<file path="src/design/adcsr_pkg.sv">
/*
 * Package for the serial converter readout block: widths, frame counts, carriers.
 * Assumes one system clock at 100 MHz; the bit clock arrives as a pin.
 */
package adcsr_pkg;
    localparam int unsigned RESULT_BITS = 12;
    localparam logic [4:0] EN_EDGE = 5'h02;
    localparam logic [4:0] NULL_EDGE = 5'h03;
    localparam logic [4:0] MSB_EDGE = 5'h04;
    localparam logic [4:0] LSB_EDGE = 5'h0f;
    localparam logic [11:0] RESULT_RST = 12'h000;
    localparam logic [3:0] TOP_BIT = 4'hb;

    typedef enum logic [2:0] {
        ADCSR_IDLE, ADCSR_WAIT, ADCSR_NULL, ADCSR_MSBF, ADCSR_LSBF, ADCSR_ZERO
    } adcsr_state_t;

    typedef struct packed {
        logic data;
        logic data_oe;
    } adcsr_dout_t;

    typedef struct packed {
        logic bias_on;
        logic comparator_on;
        logic ref_connected;
        logic sampling;
    } adcsr_power_t;
endpackage : adcsr_pkg

</file>
<file path="src/design/adcsr_readout.sv">
/*
 * Device-side readout logic of a 12-bit sampling converter: frame sequencing,
 * serial output, sampling window and power control.
 * Assumes the host drives select and the bit clock as asynchronous pins and
 * keeps the bit clock slow enough for 100 MHz oversampling.
 */
// What this block does
// - Select low powers the device; select high forces full shutdown.
// - Output enabled at second clock pulse after select falls, never earlier.
// - After enable, one null bit, then 12 result bits on falling edges.
// - Device changes data on falling edge; host samples on next rising edge.
// - External bit clock shifts data and paces the conversion.
// - Select high resets the sequence; next fall begins fresh exchange.
// - After conversion, bias and comparator off and reference released.
// - Post-conversion power-down happens even with select still low.
// - Continued clocking sends result LSB first, then zeros.
// - Analog input sampled 1.5 to 2.0 clock cycles at exchange start.
`timescale 1ns/1ns
module adcsr_readout (
    input wire logic clk,
    input wire logic srst,
    input wire logic select_or_powerdown_n,
    input wire logic conversion_bit_clock,
    input wire logic [11:0] comparator_result,
    output adcsr_pkg::adcsr_dout_t dout,
    output adcsr_pkg::adcsr_power_t power,
    output logic conv_done
);
    import adcsr_pkg::*;

    logic [1:0] sel_sync_q;
    logic [1:0] clk_sync_q;
    logic sel_n_q;
    logic bclk_q;
    logic fall;
    logic sel_fall;
    adcsr_state_t state_q;
    logic [4:0] edge_cnt_q;
    logic [3:0] bit_idx_q;
    logic [11:0] result_q;
    adcsr_dout_t dout_q;
    adcsr_power_t power_q;
    logic done_q;

    // Second falling edge after select: output enable and end of sampling
    function automatic logic at_enable_edge(input logic [4:0] cnt);
        return cnt + 5'h01 == EN_EDGE;
    endfunction : at_enable_edge

    // Only the second stage is read by logic
    always_ff @(posedge clk) begin
        if (srst) begin
            sel_sync_q <= 2'h3;
            clk_sync_q <= 2'h0;
        end else begin
            sel_sync_q <= {sel_sync_q[0], select_or_powerdown_n};
            clk_sync_q <= {clk_sync_q[0], conversion_bit_clock};
        end
    end

    always_ff @(posedge clk) begin
        if (srst) begin
            sel_n_q <= 1'b1;
            bclk_q <= 1'b0;
        end else begin
            sel_n_q <= sel_sync_q[1];
            bclk_q <= clk_sync_q[1];
        end
    end

    assign fall = bclk_q & ~clk_sync_q[1];
    assign sel_fall = sel_n_q & ~sel_sync_q[1];

    // Frame sequencer advanced by falling bit clock edges only
    always_ff @(posedge clk) begin
        if (srst || sel_sync_q[1]) begin
            state_q <= ADCSR_IDLE;
            edge_cnt_q <= 5'h00;
            bit_idx_q <= TOP_BIT;
        end else if (sel_fall) begin
            state_q <= ADCSR_WAIT;
            edge_cnt_q <= 5'h00;
            bit_idx_q <= TOP_BIT;
        end else if (fall && state_q != ADCSR_IDLE) begin
            edge_cnt_q <= (edge_cnt_q == 5'h1f) ? edge_cnt_q : edge_cnt_q + 5'h01;
            case (state_q)
                ADCSR_WAIT: begin
                    if (at_enable_edge(edge_cnt_q)) begin
                        state_q <= ADCSR_NULL;
                    end
                end
                ADCSR_NULL: begin
                    state_q <= ADCSR_MSBF;
                    bit_idx_q <= TOP_BIT;
                end
                ADCSR_MSBF: begin
                    if (bit_idx_q == 4'h0) begin
                        state_q <= ADCSR_LSBF;
                        bit_idx_q <= 4'h1;
                    end else begin
                        bit_idx_q <= bit_idx_q - 4'h1;
                    end
                end
                ADCSR_LSBF: begin
                    if (bit_idx_q == TOP_BIT) begin
                        state_q <= ADCSR_ZERO;
                    end else begin
                        bit_idx_q <= bit_idx_q + 4'h1;
                    end
                end
                default: begin
                    state_q <= state_q;
                end
            endcase
        end
    end

    // Result latched at the falling edge that leaves the null state and shows the MSB
    always_ff @(posedge clk) begin
        if (srst) begin
            result_q <= RESULT_RST;
        end else if (state_q == ADCSR_NULL && fall) begin
            result_q <= comparator_result;
        end
    end

    // Output pin: data changes only on a falling edge, or is cleared when select goes high
    always_ff @(posedge clk) begin
        if (srst || sel_sync_q[1]) begin
            dout_q <= '0;
        end else if (fall) begin
            case (state_q)
                ADCSR_WAIT: begin
                    dout_q.data_oe <= at_enable_edge(edge_cnt_q);
                    dout_q.data <= 1'b0;
                end
                ADCSR_NULL: begin
                    dout_q <= '{data: comparator_result[TOP_BIT], data_oe: 1'b1};
                end
                ADCSR_MSBF: begin
                    if (bit_idx_q == 4'h0) begin
                        dout_q.data <= result_q[1];
                    end else begin
                        dout_q.data <= result_q[bit_idx_q - 4'h1];
                    end
                end
                ADCSR_LSBF: begin
                    dout_q.data <= (bit_idx_q == TOP_BIT) ? 1'b0 : result_q[bit_idx_q + 4'h1];
                end
                default: begin
                    dout_q.data <= 1'b0;
                end
            endcase
        end
    end

    // Power follows select, and drops after conversion even with select low
    always_ff @(posedge clk) begin
        if (srst || sel_sync_q[1]) begin
            power_q <= '0;
            done_q <= 1'b0;
        end else begin
            done_q <= 1'b0;
            if (sel_fall) begin
                power_q <= '{bias_on: 1'b1, comparator_on: 1'b1, ref_connected: 1'b1,
                             sampling: 1'b1};
            end else if (fall && state_q == ADCSR_WAIT && at_enable_edge(edge_cnt_q)) begin
                power_q.sampling <= 1'b0;
            end else if (fall && state_q == ADCSR_MSBF && bit_idx_q == 4'h1) begin
                // The LSB is decided at the edge that shows it, so the converter stops there
                power_q <= '0;
                done_q <= 1'b1;
            end
        end
    end

    assign dout = dout_q;
    assign power = power_q;
    assign conv_done = done_q;

    property p_oe_off_when_deselected;
        @(posedge clk) disable iff (srst) sel_sync_q[1] |=> !dout_q.data_oe;
    endproperty
    a_oe_off_when_deselected: assert property (p_oe_off_when_deselected)
        else $error("output enabled while deselected");

    property p_no_early_enable;
        @(posedge clk) disable iff (srst) state_q == ADCSR_WAIT |-> !dout_q.data_oe;
    endproperty
    a_no_early_enable: assert property (p_no_early_enable)
        else $error("output enabled before second pulse");

    property p_power_off_deselected;
        @(posedge clk) disable iff (srst) sel_sync_q[1] |=> power_q == '0;
    endproperty
    a_power_off_deselected: assert property (p_power_off_deselected)
        else $error("power on while deselected");

    property p_data_on_fall_only;
        @(posedge clk) disable iff (srst)
            !fall && !sel_sync_q[1] && !sel_fall |=> $stable(dout_q.data);
    endproperty
    a_data_on_fall_only: assert property (p_data_on_fall_only)
        else $error("data changed without falling edge");

    property p_done_powers_down;
        @(posedge clk) disable iff (srst) done_q |-> power_q == '0 && !sel_n_q;
    endproperty
    a_done_powers_down: assert property (p_done_powers_down)
        else $error("conversion end without power-down");

    property p_lsb_powers_down;
        @(posedge clk) disable iff (srst)
            fall && state_q == ADCSR_MSBF && bit_idx_q == 4'h1 && !sel_sync_q[1]
            |=> done_q && power_q == '0;
    endproperty
    a_lsb_powers_down: assert property (p_lsb_powers_down)
        else $error("no power-down at the last result bit");

    property p_msb_then_lsb;
        @(posedge clk) disable iff (srst)
            state_q == ADCSR_MSBF && fall && bit_idx_q == 4'h0 && !sel_sync_q[1]
            |=> state_q == ADCSR_LSBF;
    endproperty
    a_msb_then_lsb: assert property (p_msb_then_lsb)
        else $error("no LSB-first repeat after result");

    property p_null_enables;
        @(posedge clk) disable iff (srst)
            state_q == ADCSR_NULL && !sel_sync_q[1] |-> dout_q.data_oe && !dout_q.data;
    endproperty
    a_null_enables: assert property (p_null_enables)
        else $error("null bit missing");

    property p_fall_starts;
        @(posedge clk) disable iff (srst)
            sel_fall && !sel_sync_q[1] |=> state_q == ADCSR_WAIT && power_q.sampling;
    endproperty
    a_fall_starts: assert property (p_fall_starts)
        else $error("select fall did not start exchange");
endmodule : adcsr_readout

</file>
<file path="config.mk">
export PLATFORM = sky130hd
export DESIGN_NAME = adcsr_readout
export DESIGN_NICKNAME = d
export VERILOG_FILES = /design/src/design/adcsr_pkg.sv /design/src/design/adcsr_readout.sv
export SDC_FILE = /design/constraint.sdc
export NUM_CORES = 1
export LEC_CHECK = 0
export BUFFER_PORTS_ARGS = -buffer_cell sky130_fd_sc_hd__buf_2
export CORE_MARGIN = 2
export CORE_UTILIZATION = 60
export CTS_BUF_LIST = sky130_fd_sc_hd__clkbuf_16
export DETAILED_ROUTE_END_ITERATION = 8
export HOLD_SLACK_MARGIN = 0.15
export MAX_ROUTING_LAYER = met4
export PLACE_DENSITY = 0.82
export SYNTH_ARGS = -nofsm -noshare
export SYNTH_HDL_FRONTEND = slang
export SYNTH_SLANG_ARGS = --single-unit
</file>
<file path="constraint.sdc">
create_clock -name clk -period 5.4 [get_ports clk]
set_input_delay 0.54 -clock clk [delete_from_list [all_inputs] [get_ports clk]]
set_output_delay 0.54 -clock clk [all_outputs]
set_load 0.02 [all_outputs]
</file>
### Word-level counts from Yosys, hierarchy flattened

Index checks and enable logic that the tools add are counted.

* order comparisons: 2
* bitwise gates (word level): 5
* reduce and logical (&&, ||, !) cells: 24
* add/subtract/negate cells: 3
* equal/unequal tests: 16
* multiplexer cells: 22

Operators by type and width (number)
* 2-to-1 mux 4 bit: 4
* 2-to-1 mux 3 bit: 4
* case mux 3 bit (4 select lines): 1
* case mux 4 bit (3 select lines): 1
* less-than comparator 4 x 5 -> 1 bit (second input constant): 2
* != test 2 bit (second input constant): 5
* AND reduction 5 bit: 2
* != test 3 bit (second input constant): 3
* nonzero test 3 bit: 3
* binary-select mux 1 bit (select 4 bit): 2
* 2-to-1 mux 1 bit: 8
* equality test 3 x 2 -> 1 bit (second input constant): 2
* logical AND 1 bit: 6
* AND reduction 2 bit: 3
* nonzero test 2 bit: 3
* adder 5 x 1 -> 5 bit (second input constant): 1
* equality test 5 x 2 -> 1 bit (second input constant): 1
* equality test 5 bit (second input constant): 1
* nonzero test 5 bit: 1
* adder 4 x 1 -> 4 bit (second input constant): 1
* equality test 4 x 1 -> 1 bit (second input constant): 1
* equality test 4 bit (second input constant): 1
* logical NOT 4 bit: 1
* nonzero test 4 bit: 1
* 11 further kinds: 14

* word-level logic and storage cells: 88
* input port bits: 16
* flip-flop bits (word level): 37
* output and inout port bits: 7

### Logic depth before layout (Yosys ltp)

* depth in word-level cells: 7
* mapped depth: 9
* mapped depth without buffers: 7

### Least setup slack after synthesis

OpenSTA, ideal clock, no wires.

* path type: reg2reg
* from: reg bit_idx_q[0]
* to: reg dout_q, in the netlist dout[1]
* data required time: 5.272 ns
* buffers on the path: 2
* slack: 3.389 ns
* cell stages (with the launch flop): 9
* period minus slack after synthesis: 2.011 ns
* setup time: 0.128 ns
* data arrival time: 1.883 ns
* path through: dfxtp_1 buf_6 inv_1 ha_1 buf_2 mux4_2 mux2i_1 o32a_1 a211oi_2

* word-level cells in the longest chain between the ends: 5
* elaborated cells on any way between the ends: 11
* those cells by class: 2 x add/sub; 1 x eq/ne; 7 x mux; 1 x reduce/logical

Ends and longest elaborated chain
* from (decl): RTL line adcsr_readout.sv:39 `logic [3:0] bit_idx_q;`
* from (signal assigned): RTL line adcsr_readout.sv:101 `bit_idx_q <= bit_idx_q - 4'h1;`
* from (signal assigned): RTL line adcsr_readout.sv:108 `bit_idx_q <= bit_idx_q + 4'h1;`
* adder 4 x 1 -> 4 bit / subtractor 4 x 1 -> 4 bit (equally long branches): RTL line adcsr_readout.sv:148, adcsr_readout.sv:144
* binary-select mux 1 bit (select 4 bit), on equally long branches: RTL line adcsr_readout.sv:148, adcsr_readout.sv:144
* 2-to-1 mux 1 bit, on equally long branches: RTL line adcsr_readout.sv:148, adcsr_readout.sv:144
* 2-to-1 mux 1 bit, on equally long branches: RTL line adcsr_readout.sv:148, adcsr_readout.sv:141
* case mux 1 bit (3 select lines) *: RTL line adcsr_readout.sv:132 `case (state_q)`
* to (signal assigned): RTL line adcsr_readout.sv:138 `dout_q <= '{data: comparator_result[TOP_BIT], data_oe: 1'b1};`
* to (decl): RTL line adcsr_readout.sv:41 `adcsr_dout_t dout_q;`

Every way passes the cells marked *; elsewhere a longest branch is shown, timed or not. The select of a mux whose other input is x is not followed.
A chain may end at the register's enable or synchronous reset.

### Final worst setup path

Ends and elaborated chain as after synthesis.

==> qor.yml <==
worst_setup_path:
  startpoint_type: "register"
  cp-startpoint: "bit_idx_q[0]$_SDFFE_PP1P_"
  cp_data_arrival_time_ns: 2.52
  cp.required_ns: 5.56
  crit_fanout: 13
  crit_path_end_kind: "register"
  path_class: "reg2reg"
  rr_startpoint: "bit_idx_q[0]$_SDFFE_PP1P_"
logic_synthesis:
  synth_flop_cell: "dfxtp_1"
  synth_area_sq_mm: 0.00185
  synth_cells: 192
  synth_most_common_cell: "dfxtp_1"
  syn_avg_cell_area_sq_um: 9.65
  synth_top_area_cell: "dfxtp_1"
  yosysTopAreaCellShare_pct: 37.8
  ys_ff_latch: 35
  ys_warn_count: 0
  yosysSeqAreaShare_pct: 37.8
  synth_edf_count: 0
  synth.distinct_cells: 49
  syn-num-nets: 214
  synth_area_leaders: "dfxtp_1, mux2i_1, mux4_2"
  synth-async-reset-ratio_pct: 0
  synth_commonest_cells: "dfxtp_1, nor2_1, mux2i_1"
grt:
  grt_pass1_vias: 1367
  antenna_found_initial: 0
  grt_pass1_wl_mm: 6.14
  grt_max_degree: 20
  grt_usage_pct: 24.1
  gr-total-overflow: 0
clock_tree:
  cts_max_path_buffers: 2
  holdBufCountCts: 0
  numClockSinks: 35
  cts_buffers: 5
  cts.clk_slew.worst_paths_ns: 0.06
  clk-insertion-delay-late_ns: 0.28
  htree_num_levels: 2
  cts_root_buf: "clkbuf_16"
  ctsResizeCount: 0
  cts_tree: "yes"
  postCtsSetupBuffers: 0
sta:
  finalCriticalPeriod_ns: 2.36
  rsz0062_at_grt: "false"
  whs_ns: 0.410
  slew_viol_final: 0
  max_freq_ghz: 0.424
  finalHoldViolCount: 0
  timing.setup.tns_ns: 0
  skew_ns: 0.00820
  tightest_slew_ns: 0.755
  fin_crit_sh_pct: 43.6
  maxSlewHeadroom_pct: 49.5
  finalWorstSetupSlack_ns: 3.04
  setup_viol: 0
worst_hold_path:
  hp-start: "sel_sync_q[0]$_SDFF_PP1_"
  hold_class: "reg2reg"
placement:
  port_buffers: 22
  dp_hpwl_mm: 2.71
  placed_area_sq_mm: 0.00193
  place_ws_ns: 3.04
  gp_congestion: 0.882
cells_and_area:
  nFillCells: 237
  nets: 230
  drive_gt1_share_pct: 22.5
  fin_area_sq_mm: 0.00208
  area_growth_pct: 12.1
  num_antenna_cells: 0
floorplan:
  floorplan.core_area_sq_mm: 0.00300
  die_w_um: 59.6
  initial_core_util_pct: 61.7
  dieArea_sq_mm: 0.00355
  rows: 20
  die_y_um: 59.6
  io_pins: 23
pwr:
  power.internal_uw: 440
  p_leak_nw: 0.906
  combPwrFrac_pct: 2.5
  switching_share_pct: 21.9
  netSwitchingPower_uw: 123
  powerDensity_mw_per_mm2: 271
  peakVddDrop_mv: 0.244
  p_total_uw: 563
  clkPwrFrac_pct: 50.9
  p_seq_share_pct: 46.6
routing:
  wl_per_cell_um: 15.3
  dr.pass1.iters: 4
  drt-initial-drc-count: 103
  drc: 0
  detail-route-antenna-nets: 0
  vias: 1459
  wl_mm: 3.69
  avgViaCountPerCell: 6.03
run_status:
  outcome: "finished, final reports clean"
run:
  cap_violations: 0
-- layout by cell type, fill, tap and decap left out, drive strengths merged, types with 3 or more instances in the layout --
cell type,instances
dfxtp,35
nor2,28
buf,22
mux2i,17
nand2,9
a21oi,8
inv,6
o21ai,6
mux4,6
ha,6
nor2b,5
clkbuf,5
xor2,5
nor3,5
or2,4
nand3b,3
nand2b,3
nor3b,3
-- stage by stage --
step / std cells / util [%]
floorplan: 192 / -
global placement: 234 / 64.2
detailed placement: 234 / 64.2
CTS: 242 / 69.2
global route: 242 / 69.2
finish: 242 / 69.2
-- power by group through the flow --
stage	Sequential, mW	Combinational [mW]	Clock (mW)
floorplan	0.268	0.00777	0
global placement	0.268	0.0136	0
detailed placement	0.268	0.0142	0
CTS	0.262	0.0143	0.288
global route	0.263	0.0155	0.299
finish	0.262	0.0141	0.286
-- routing by layer --
metal  wire, um  GRT usage (%)  vias up
met1       1640           30.0      692
met5          0              -        -
met3        187           6.33        9
met2       1800           36.7       45
li1           -              -      713
met4         64           10.8        0
-- state kept, by name (all words and copies together) (netlist names) --
signal and count:
conv_done 1, bit_idx_q 4, state_q 3, result_q 12
clk_sync_q 2, sel_n_q 1, power 2, bclk_q 1
sel_sync_q 2, edge_cnt_q 5, dout 2
-- final timing paths --
check / end / slack [ns] / depth (start not counted)
hold / removal: sel_sync_q[1]$_SDFF_PP1_ / 0.41 / 1
hold reg to reg: sel_sync_q[1]$_SDFF_PP1_ / 0.41 / 1
setup / recovery: dout[1]$_SDFFE_PP0P_ / 3.04 / 6
setup reg to reg: dout[1]$_SDFFE_PP0P_ / 3.04 / 6
-- critical path, cell delays in order, from the launching register on --
cell	delay [ns]
dfxtp_1	0.69
inv_1	0.10
ha_1	0.49
mux4_2	0.54
mux2i_1	0.17
o32a_1	0.18
a211oi_2	0.06
-- area by class of cell --
type | instances | area (sq um) | share of cell area [%]
sequential | 35 | 701 | 33.7
inverter | 6 | 22.5 | 1.08
timing repair buffer | 22 | 110 | 5.30
tap | 33 | 41.3 | 1.99
clock buffer | 5 | 125 | 6.02
multi-input combinational | 138 | 1050 | 50.7
clock inverter | 3 | 25.0 | 1.20
-- logic make-up (layout without fill, tap and decap cells) --
group | after synthesis | after routing | synth area share, %
AO/OA/AOI/OAI | 33 | 33 | 12.5
XOR/XNOR | 7 | 7 | 3.71
adder cells (fa/ha/maj) | 6 | 6 | 4.05
buffers and inverters | 19 | 36 | 5.40
flip-flops | 35 | 35 | 37.8
multiplexers | 23 | 23 | 16.5
AND/OR/NAND/NOR | 69 | 69 | 20.1
(Power assumes the default switching activity.)
